[src/pkg/core_ctrl_pkg.sv]
`default_nettype none
package core_ctrl_pkg;

  // Register indices; byte address is four times the index
  localparam logic [8:0] IDX_STACK_TOP      = 9'h081;
  localparam logic [8:0] IDX_PTR_LOW        = 9'h082;
  localparam logic [8:0] IDX_PTR_HIGH       = 9'h083;
  localparam logic [8:0] IDX_ENABLE_ONE     = 9'h0A8;
  localparam logic [8:0] IDX_PRIO_ONE       = 9'h0B8;
  localparam logic [8:0] IDX_STATUS_WORD    = 9'h0D0;
  localparam logic [8:0] IDX_ACCUM          = 9'h0E0;
  localparam logic [8:0] IDX_EXT_ENABLE_ONE = 9'h0E6;
  localparam logic [8:0] IDX_EXT_ENABLE_TWO = 9'h0E7;
  localparam logic [8:0] IDX_SECOND_ACC     = 9'h0F0;
  localparam logic [8:0] IDX_EXT_PRIO_ONE   = 9'h0F6;
  localparam logic [8:0] IDX_EXT_PRIO_TWO   = 9'h0F7;
  localparam logic [8:0] IDX_PEND_LOW       = 9'h100;
  localparam logic [8:0] IDX_PEND_HIGH      = 9'h101;
  localparam logic [8:0] IDX_SERVICE        = 9'h102;

  // Reset values and field positions
  localparam logic [7:0] RST_STACK_TOP = 8'h07;
  localparam logic [7:0] RST_ZERO      = 8'h00;
  localparam int         BIT_GLOBAL    = 7;
  localparam int         BANK_SHIFT    = 3;

  // Interrupt dispatch
  localparam int          NUM_SRC         = 16;
  localparam logic [15:0] AUTO_CLEAR_MASK = 16'h000F;
  localparam logic [15:0] VEC_BASE        = 16'h0003;
  localparam int          VEC_SHIFT       = 3;
  localparam logic [2:0]  CALL_CYCLES     = 3'h4;
  localparam logic [2:0]  CALL_PUSH_A     = 3'h3;
  localparam logic [2:0]  CALL_PUSH_B     = 3'h2;
  localparam logic [7:0]  RETURN_BYTES    = 8'h02;

  typedef enum logic [2:0] {ALU_NONE, ALU_ADD, ALU_ADD_WITH_CARRY, ALU_SUBTRACT_WITH_BORROW, ALU_MUL, ALU_DIV} alu_op_type;
  typedef enum logic [0:0] {ST_RUN, ST_CALL} dispatch_state_type;

  typedef struct packed {
    logic       carry_flag;
    logic       nibble_carry_flag;
    logic       user_flag_a;
    logic [1:0] bank_select;
    logic       overflow_flag;
    logic       user_flag_b;
    logic       parity_flag;
  } status_word_type;

  typedef struct packed {
    alu_op_type op;
    logic [7:0] operand;
  } alu_req_type;

  typedef struct packed {
    logic        busy;
    logic        level_high;
    logic [15:0] vector;
  } call_type;

  typedef struct packed {
    logic       valid;
    logic [7:0] addr;
  } stack_write_type;

endpackage : core_ctrl_pkg
`default_nettype wire

[src/core_status_and_interrupt_dispatch.sv]
`timescale 1ns/1ps
`default_nettype none
module core_status_and_interrupt_dispatch
  import core_ctrl_pkg::*;
(
  // Clock and reset
  input  wire logic            clk_in,
  input  wire logic            srst_in,
  // Avalon-MM slave
  input  wire logic [10:0]     avs_address_in,
  input  wire logic            avs_read_in,
  input  wire logic            avs_write_in,
  input  wire logic [31:0]     avs_writedata_in,
  input  wire logic [3:0]      avs_byteenable_in,
  output logic      [31:0]     avs_readdata_out,
  output logic                 avs_waitrequest_out,
  // Instruction sequencer
  input  wire logic            instr_done_in,
  input  wire logic            instr_multi_in,
  input  wire logic            return_from_interrupt_in,
  input  wire logic            push_in,
  input  wire logic            pop_in,
  input  wire alu_req_type     alu_in,
  // Interrupt sources
  input  wire logic [15:0]     irq_event_in,
  // Core-facing outputs
  output call_type             call_out,
  output stack_write_type      stack_write_out,
  output logic      [15:0]     indirect_pointer_out,
  output logic      [7:0]      bank_base_out,
  output logic      [7:0]      status_word_out
);

  typedef struct packed {
    logic               wait_n;
    logic [31:0]        rdata;
    logic [7:0]         stack_top;
    logic [7:0]         ptr_low;
    logic [7:0]         ptr_high;
    status_word_type    status_word;
    logic [7:0]         accum;
    logic [7:0]         second_acc;
    logic [7:0]         enable_one;
    logic [7:0]         prio_one;
    logic [7:0]         ext_enable_one;
    logic [7:0]         ext_enable_two;
    logic [7:0]         ext_prio_one;
    logic [7:0]         ext_prio_two;
    logic [15:0]        pending;
    logic [15:0]        detect;
    logic               ea_seen;
    dispatch_state_type st;
    logic [2:0]         cnt;
    call_type           call;
    stack_write_type    stack_wr;
    logic               svc_low;
    logic               svc_high;
    logic [7:0]         bank_base;
  } state_type;

  state_type q;
  state_type d;

  logic [8:0]  idx;
  logic        bus_req;
  logic        bus_wr;
  logic [7:0]  wbyte;
  logic [15:0] en_vec;
  logic [15:0] pr_vec;
  logic [15:0] hi_req;
  logic [15:0] lo_req;
  logic        hi_found;
  logic        lo_found;
  logic [3:0]  hi_idx;
  logic [3:0]  lo_idx;
  logic        sel_found;
  logic [3:0]  sel_idx;
  logic        sel_high;
  logic        take;

  function automatic logic [4:0] first_one(input logic [15:0] v);
    logic [4:0] r;
    r = 5'h00;
    for (int i = NUM_SRC - 1; i >= 0; i--) begin
      if (v[i]) begin
        r = {1'b1, 4'(i)};
      end
    end
    return r;
  endfunction : first_one

  always_comb begin
    logic [8:0]  sum9;
    logic [4:0]  nib5;
    logic [15:0] prod;
    logic        cin;
    logic [7:0]  r8;
    logic [15:0] wr_pend;
    d         = q;
    idx       = avs_address_in[10:2];
    bus_req   = avs_read_in | avs_write_in;
    bus_wr    = avs_write_in & q.wait_n & avs_byteenable_in[0]; // Lands on the edge that ends the transfer
    wbyte     = avs_writedata_in[7:0];
    sum9      = 9'h000;
    nib5      = 5'h00;
    prod      = 16'h0000;
    r8        = 8'h00;
    cin       = q.status_word.carry_flag;
    wr_pend   = q.pending;

    // Source map: low enable register covers sources 0-6, extended one 7-14, extended two 15
    en_vec = {q.ext_enable_two[0], q.ext_enable_one, q.enable_one[6:0]};
    pr_vec = {q.ext_prio_two[0], q.ext_prio_one, q.prio_one[6:0]};

    // Sampled every clock; one registered cycle of detection
    d.detect  = q.pending & en_vec & {NUM_SRC{q.enable_one[BIT_GLOBAL]}};
    d.ea_seen = q.enable_one[BIT_GLOBAL];

    hi_req = q.detect & pr_vec;
    lo_req = q.detect & ~pr_vec;
    {hi_found, hi_idx} = first_one(hi_req);
    {lo_found, lo_idx} = first_one(lo_req);
    // High service blocks all; low service admits only high
    sel_high  = hi_found & ~q.svc_high;
    sel_found = sel_high | (lo_found & ~q.svc_low & ~q.svc_high);
    sel_idx   = sel_high ? hi_idx : lo_idx;
    // A detection made before the enable clear still counts if the instruction was single-cycle
    // Never on the boundary of the return itself, so one more instruction runs first
    take = (q.st == ST_RUN) & instr_done_in & ~return_from_interrupt_in & sel_found &
           (q.enable_one[BIT_GLOBAL] | ~instr_multi_in);

    // Avalon answer: one wait state, then data and waitrequest low for one cycle
    d.wait_n = bus_req & ~q.wait_n;
    if (bus_req & ~q.wait_n) begin
      unique case (idx)
        IDX_STACK_TOP:      d.rdata = {24'h000000, q.stack_top};
        IDX_PTR_LOW:        d.rdata = {24'h000000, q.ptr_low};
        IDX_PTR_HIGH:       d.rdata = {24'h000000, q.ptr_high};
        IDX_ENABLE_ONE:     d.rdata = {24'h000000, q.enable_one};
        IDX_PRIO_ONE:       d.rdata = {24'h000000, q.prio_one};
        IDX_STATUS_WORD:    d.rdata = {24'h000000, q.status_word};
        IDX_ACCUM:          d.rdata = {24'h000000, q.accum};
        IDX_EXT_ENABLE_ONE: d.rdata = {24'h000000, q.ext_enable_one};
        IDX_EXT_ENABLE_TWO: d.rdata = {24'h000000, q.ext_enable_two};
        IDX_SECOND_ACC:     d.rdata = {24'h000000, q.second_acc};
        IDX_EXT_PRIO_ONE:   d.rdata = {24'h000000, q.ext_prio_one};
        IDX_EXT_PRIO_TWO:   d.rdata = {24'h000000, q.ext_prio_two};
        IDX_PEND_LOW:       d.rdata = {24'h000000, q.pending[7:0]};
        IDX_PEND_HIGH:      d.rdata = {24'h000000, q.pending[15:8]};
        IDX_SERVICE:        d.rdata = {29'h00000000, q.st == ST_CALL, q.svc_high, q.svc_low};
        default:            d.rdata = 32'h00000000;
      endcase
    end

    // Arithmetic; results land in the accumulators and the status flags
    unique case (alu_in.op)
      ALU_ADD, ALU_ADD_WITH_CARRY: begin
        cin  = (alu_in.op == ALU_ADD_WITH_CARRY) ? q.status_word.carry_flag : 1'b0;
        sum9 = {1'b0, q.accum} + {1'b0, alu_in.operand} + {8'h00, cin};
        nib5 = {1'b0, q.accum[3:0]} + {1'b0, alu_in.operand[3:0]} + {4'h0, cin};
        r8   = sum9[7:0];
        d.accum = r8;
        d.status_word.carry_flag        = sum9[8];
        d.status_word.nibble_carry_flag = nib5[4];
        d.status_word.overflow_flag     = (q.accum[7] == alu_in.operand[7]) & (r8[7] != q.accum[7]);
      end
      ALU_SUBTRACT_WITH_BORROW: begin
        sum9 = {1'b0, q.accum} - {1'b0, alu_in.operand} - {8'h00, cin};
        nib5 = {1'b0, q.accum[3:0]} - {1'b0, alu_in.operand[3:0]} - {4'h0, cin};
        r8   = sum9[7:0];
        d.accum = r8;
        d.status_word.carry_flag        = sum9[8];
        d.status_word.nibble_carry_flag = nib5[4];
        d.status_word.overflow_flag     = (q.accum[7] != alu_in.operand[7]) & (r8[7] != q.accum[7]);
      end
      ALU_MUL: begin
        prod = q.accum * q.second_acc;
        d.accum      = prod[7:0];
        d.second_acc = prod[15:8];
        d.status_word.carry_flag        = 1'b0;
        d.status_word.nibble_carry_flag = 1'b0;
        d.status_word.overflow_flag     = prod[15:8] != 8'h00;
      end
      ALU_DIV: begin
        // Divide by zero leaves both accumulators untouched
        if (q.second_acc != 8'h00) begin
          d.accum      = q.accum / q.second_acc;
          d.second_acc = q.accum % q.second_acc;
        end
        d.status_word.carry_flag        = 1'b0;
        d.status_word.nibble_carry_flag = 1'b0;
        d.status_word.overflow_flag     = q.second_acc == 8'h00;
      end
      default: begin
      end
    endcase

    // Stack: pre-increment on push, return address popped on return
    d.stack_wr.valid = 1'b0;
    if (q.st == ST_RUN) begin
      if (push_in) begin
        d.stack_top      = q.stack_top + 8'h01;
        d.stack_wr.valid = 1'b1;
        d.stack_wr.addr  = q.stack_top + 8'h01;
      end else if (pop_in) begin
        d.stack_top = q.stack_top - 8'h01;
      end
    end
    if (instr_done_in & return_from_interrupt_in & (q.st == ST_RUN)) begin
      d.stack_top = q.stack_top - RETURN_BYTES;
      if (q.svc_high) begin
        d.svc_high = 1'b0;
      end else begin
        d.svc_low = 1'b0;
      end
    end

    // Vectoring call sequence
    unique case (q.st)
      ST_RUN: begin
        if (take) begin
          d.st              = ST_CALL;
          d.cnt             = CALL_CYCLES;
          d.call.busy       = 1'b1;
          d.call.level_high = sel_high;
          d.call.vector     = VEC_BASE + ({12'h000, sel_idx} << VEC_SHIFT);
          if (sel_high) begin
            d.svc_high = 1'b1;
          end else begin
            d.svc_low = 1'b1;
          end
        end
      end
      ST_CALL: begin
        d.cnt = q.cnt - 3'h1;
        if ((q.cnt == CALL_PUSH_A) | (q.cnt == CALL_PUSH_B)) begin
          d.stack_top      = q.stack_top + 8'h01;
          d.stack_wr.valid = 1'b1;
          d.stack_wr.addr  = q.stack_top + 8'h01;
        end
        if (q.cnt == 3'h1) begin
          d.st        = ST_RUN;
          d.call.busy = 1'b0;
        end
      end
    endcase

    // Software writes win over hardware for the plain registers
    if (bus_wr) begin
      unique case (idx)
        IDX_STACK_TOP:      d.stack_top      = wbyte;
        IDX_PTR_LOW:        d.ptr_low        = wbyte;
        IDX_PTR_HIGH:       d.ptr_high       = wbyte;
        IDX_ENABLE_ONE:     d.enable_one     = wbyte;
        IDX_PRIO_ONE:       d.prio_one       = wbyte;
        IDX_STATUS_WORD:    d.status_word    = status_word_type'(wbyte);
        IDX_ACCUM:          d.accum          = wbyte;
        IDX_EXT_ENABLE_ONE: d.ext_enable_one = wbyte;
        IDX_EXT_ENABLE_TWO: d.ext_enable_two = wbyte;
        IDX_SECOND_ACC:     d.second_acc     = wbyte;
        IDX_EXT_PRIO_ONE:   d.ext_prio_one   = wbyte;
        IDX_EXT_PRIO_TWO:   d.ext_prio_two   = wbyte;
        IDX_PEND_LOW:       wr_pend[7:0]     = wbyte;
        IDX_PEND_HIGH:      wr_pend[15:8]    = wbyte;
        default: begin
        end
      endcase
    end

    // Pending flags: software may set or clear, call clears edge sources, events win
    if (take) begin
      wr_pend = wr_pend & ~(AUTO_CLEAR_MASK & (16'h0001 << sel_idx));
    end
    d.pending = wr_pend | irq_event_in;

    // Parity is never stored from software; it follows the next accumulator
    d.status_word.parity_flag = ^d.accum;
    d.bank_base = 8'({6'h00, d.status_word.bank_select} << BANK_SHIFT);

    if (srst_in) begin
      d           = '0;
      d.stack_top = RST_STACK_TOP;
      d.ptr_low   = RST_ZERO;
      d.st        = ST_RUN;
    end
  end

  always_ff @(posedge clk_in) begin
    q <= d;
  end

  assign avs_readdata_out     = q.rdata;
  assign avs_waitrequest_out  = ~q.wait_n;
  assign call_out             = q.call;
  assign stack_write_out      = q.stack_wr;
  assign indirect_pointer_out = {q.ptr_high, q.ptr_low};
  assign bank_base_out        = q.bank_base;
  assign status_word_out      = q.status_word;

  property p_push_preinc;
    @(posedge clk_in) disable iff (srst_in)
      (push_in && q.st == ST_RUN && !(bus_wr && idx == IDX_STACK_TOP))
      |=> (q.stack_top == $past(q.stack_top) + 8'h01) && q.stack_wr.valid && (q.stack_wr.addr == q.stack_top);
  endproperty
  a_push_preinc: assert property (p_push_preinc) else $error("stack top not pre-incremented on push");

  property p_parity;
    @(posedge clk_in) disable iff (srst_in) q.status_word.parity_flag == ^q.accum;
  endproperty
  a_parity: assert property (p_parity) else $error("parity does not follow accumulator");

  property p_carry_add;
    @(posedge clk_in) disable iff (srst_in)
      (alu_in.op == ALU_ADD && !bus_wr) |=>
      q.status_word.carry_flag == ((9'($past(q.accum)) + 9'($past(alu_in.operand))) > 9'h0FF);
  endproperty
  a_carry_add: assert property (p_carry_add) else $error("carry wrong after add");

  property p_mul_ov;
    @(posedge clk_in) disable iff (srst_in)
      (alu_in.op == ALU_MUL && !bus_wr) |=>
      q.status_word.overflow_flag == ((16'($past(q.accum)) * 16'($past(q.second_acc))) > 16'h00FF);
  endproperty
  a_mul_ov: assert property (p_mul_ov) else $error("overflow wrong after multiply");

  property p_global_block;
    @(posedge clk_in) disable iff (srst_in)
      (!q.enable_one[BIT_GLOBAL] && !q.ea_seen) |-> !take;
  endproperty
  a_global_block: assert property (p_global_block) else $error("call taken with global enable off");

  property p_call_length;
    @(posedge clk_in) disable iff (srst_in)
      take |=> q.call.busy [*4] ##1 !q.call.busy;
  endproperty
  a_call_length: assert property (p_call_length) else $error("vectoring call not four cycles");

  property p_vector;
    @(posedge clk_in) disable iff (srst_in)
      take |=> q.call.vector == VEC_BASE + ({12'h000, $past(sel_idx)} << VEC_SHIFT);
  endproperty
  a_vector: assert property (p_vector) else $error("wrong vector address");

  property p_no_take_on_return;
    @(posedge clk_in) disable iff (srst_in) (instr_done_in && return_from_interrupt_in) |-> !take;
  endproperty
  a_no_take_on_return: assert property (p_no_take_on_return) else $error("re-entry before next instruction");

  property p_high_not_preempted;
    @(posedge clk_in) disable iff (srst_in) q.svc_high |-> !take;
  endproperty
  a_high_not_preempted: assert property (p_high_not_preempted) else $error("high level routine preempted");

  property p_auto_clear;
    @(posedge clk_in) disable iff (srst_in)
      (take && AUTO_CLEAR_MASK[sel_idx] && !irq_event_in[sel_idx] && !bus_wr) |=> !q.pending[$past(sel_idx)];
  endproperty
  a_auto_clear: assert property (p_auto_clear) else $error("edge source flag not cleared at call");

  property p_bank_base;
    @(posedge clk_in) disable iff (srst_in) bank_base_out == {3'h0, q.status_word.bank_select, 3'h0};
  endproperty
  a_bank_base: assert property (p_bank_base) else $error("bank base mismatch");

  property p_reserved_read;
    @(posedge clk_in) disable iff (srst_in)
      (avs_read_in && avs_waitrequest_out && idx == 9'h0B4) |=> avs_readdata_out == 32'h00000000;
  endproperty
  a_reserved_read: assert property (p_reserved_read) else $error("reserved address read not zero");

endmodule : core_status_and_interrupt_dispatch
`default_nettype wire

[config.mk]
export PLATFORM = sky130hd
export DESIGN_NAME = core_status_and_interrupt_dispatch
export DESIGN_NICKNAME = d
export VERILOG_FILES = /design/src/pkg/core_ctrl_pkg.sv /design/src/core_status_and_interrupt_dispatch.sv
export SDC_FILE = /design/constraint.sdc
export NUM_CORES = 1
export LEC_CHECK = 0
export ABC_CLOCK_PERIOD_IN_PS = 15800
export BUFFER_PORTS_ARGS = -buffer_cell sky130_fd_sc_hd__clkbuf_2
export CELL_PAD_IN_SITES_DETAIL_PLACEMENT = 1
export CELL_PAD_IN_SITES_GLOBAL_PLACEMENT = 1
export CORE_ASPECT_RATIO = 1.75
export CORE_MARGIN = 2
export CORE_UTILIZATION = 45
export CTS_BUF_LIST = sky130_fd_sc_hd__clkbuf_8
export CTS_CLUSTER_SIZE = 14
export DETAILED_ROUTE_END_ITERATION = 10
export PLACE_DENSITY = 0.87
export SLEW_MARGIN = 10
export SYNTH_ARGS = -nofsm -noshare
export SYNTH_HDL_FRONTEND = slang
export SYNTH_SLANG_ARGS = --single-unit
[constraint.sdc]
create_clock -name clk_in -period 15.8 [get_ports clk_in]
set_input_delay 3.16 -clock clk_in [delete_from_list [all_inputs] [get_ports clk_in]]
set_output_delay 3.16 -clock clk_in [all_outputs]
set_load 0.01 [all_outputs]
==> flow_summary.ini <==
[clock_network]
cts_buffer_depth = 2
cts_num_sinks = 159
cts-root-buf = clkbuf_8
cts_tree = built
path_clk_slew_ns = 0.09
cts_setup_buffers = 0
h-tree-depth = 4
cts_made_buffers = 17
clock_latency_ns = 0.51
cts-resized-gates = 0
cts_hold_buf = 0

[sta]
period_share_pct = 89.38
tightest_slew_ns = 1.185
grt_setup_unrepaired = false
tns_ns = 0
min_period_ns = 14.12
fmax_mhz = 70.81
finalHoldViolCount = 0
holdWs_ns = 0.4667
finalSetupViolations = 0
drv_slew = 0
clock_skew_ns = 0.01250
slew_headroom_pct = 20.47

[global_route]
grt_first_pass_wirelength_um = 78800
grt_pass1_vias = 13860
overflow = 0
grt_max_degree = 85
grt.total_usage_pct = 33.31
grt_antenna_before_repair = 2

[synthesis]
synth_top_area_share_pct = 23.80
synth-async-reset-ratio_pct = 0
synthFlopType = dfxtp_1
yosys_warnings = 0
synth_cell_types = 76
yosys.area.top_type = dfxtp_1
netlist_instances = 1723
synth_edf_count = 0
ys_seq_area_share_pct = 23.80
synth_seq_cells = 159
synth_area_um2 = 13370
synth_area_leaders = dfxtp_1, ha_1, fa_1, nor2_1, nand2_1
avgSynthCellArea_um2 = 7.762

[drt]
route.vias.total = 13180
wl_um = 52020
drt_first_pass_iters = 5
drc = 0
drtAntennaViolNets = 0
via_per_inst = 6.152
first_iter_violations = 1016
wl_per_cell_um = 24.29

[final_layout]
drive_gt1_share_pct = 11.43
final_cell_mix = nor2_1, nand2_1, dfxtp_1, a21oi_1, inv_1
layout.cells.non_filler = 2142
final_common_cell = nor2_1
fin_nets = 1977
syn2layout_area_growth_pct = 5.941

[power]
irDropWorstVdd_mv = 0.5901
p_leak_nw = 6.011
p_per_area_nw_per_um2 = 287.6
finalPower_mw = 4.075

[worst_setup_path]
cp_slowest_cell = dfxtp_1
cp_common_cell = ha_1
crit_family = compound AO/OA/AOI/OAI gates
required_ns = 16.25
crit_path_max_incr_delay_ns = 0.75
cp_data_arrival_time_ns = 14.57
cp-start-kind = flip-flop
critPathMaxFanout = 13
setup.worst_path.class = reg2reg
crit_buf_inv = 3
crit_path_end_kind = flip-flop

[placement]
place_congestion = 0.9345
io_buffer_count = 105
dpl.hpwl_um = 39590
dp.cells = 2108

[die]
start_util_pct = 45.67
dieArea_um2 = 31170
core_area_um2 = 29290
pin_count = 175
rows = 83
die_h_um = 232.1
fp.dieW_um = 134.3

[min_path]
hold_class = reg2reg

[outcome]
status = completed

[run]
maxCapViolations = 0
-- worst min-delay path: stages (launching register included) --
cell     delay [ns]
dfxtp_1        0.32
nand2_1        0.05
a21oi_1        0.05
-- cells in the mapped netlist (8+ instances only) --
library cell,count
nand2_1,186
xnor2_1,42
ha_1,107
a211oi_1,23
o211ai_1,10
a222oi_1,12
mux2i_1,33
xor2_1,16
a22o_1,11
a221oi_1,18
buf_4,91
fa_1,41
a22oi_1,22
nand2b_1,21
nor2_1,194
nand3_1,65
nor3_1,39
a21o_1,12
o21bai_1,9
clkinv_1,8
a31oi_1,18
nor2b_1,29
a21oi_1,135
o21ai_0,54
dfxtp_1,159
inv_1,111
and3_1,28
o21a_1,15
clkbuf_1,72
nand4_1,8
mux2_2,16
-- flip-flops by register name (all words and copies together), names as in the netlist --
register,cells
stack_write_out,9
call_out,7
indirect_pointer_out,16
bank_base_out,2
avs_readdata_out,8
en_vec,16
pr_vec,16
status_word_out,6
q,79
-- final timing paths --
| check | from | endpoint | slack (ns) | cells past startpoint |
|---|---|---|---|---|
| setup reg to reg | q[122]$_SDFF_PP0_ | status_word_out[0]$_SDFF_PP0_ | 1.68 | 49 |
| hold / removal | q[95]$_SDFFE_PP0P_ | q[95]$_SDFFE_PP0P_ | 0.47 | 2 |
| setup / recovery | q[122]$_SDFF_PP0_ | status_word_out[0]$_SDFF_PP0_ | 1.68 | 49 |
| hold reg to reg | q[95]$_SDFFE_PP0P_ | q[95]$_SDFFE_PP0P_ | 0.47 | 2 |
-- where the power goes --
group          leakage (nW)  switching (mW)  internal, mW
clock network         0.197           0.167         0.158
registers              1.29          0.0234         0.413
logic                  4.52            1.94          1.37
-- per-layer routing --
metal	wire length, um	vias to the layer above	track usage [%]
met5	12	-	0
met4	5516	2	31.22
met3	2619	263	5.545
met2	26590	541	59.66
met1	17280	6447	31.78
li1	-	5925	-
-- final cells by class --
type | count | area [um2]
clock inverters | 11 | 128.9
repair buffers | 129 | 708.2
well taps | 382 | 478.0
inverters | 120 | 450.4
flip-flops and latches | 159 | 3183
fillers | 3735 | 15120
multi-input cells | 1319 | 8929
diodes | 1 | 2.502
clock buffers | 21 | 289.0
-- cells by family (layout without fill, tap and decap cells) --
kind of cell | after synthesis | after routing | synth area share (%)
AOI/OAI and AO/OA | 409 | 409 | 20.32
xor gates and xnor gates | 61 | 61 | 4.257
and+or+nand+nor | 611 | 611 | 20.94
muxes | 50 | 50 | 3.929
other | 1 | 41 | 0.02804
adders and majority gates | 148 | 148 | 16.15
buffers and inverters | 284 | 281 | 10.58
DFF | 159 | 159 | 23.80
-- through the flow --
step           area, um2  utilization, %  worst slack [ns]
6_report           14170           48.38             1.678
5_1_grt            14170           48.38            0.7048
4_1_cts            14160           48.35             1.988
3_5_place_dp       13740           46.92             2.032
3_3_place_gp       13740           46.92             2.633
2_1_floorplan      13520               -             4.564
(Power assumes the default switching activity.)
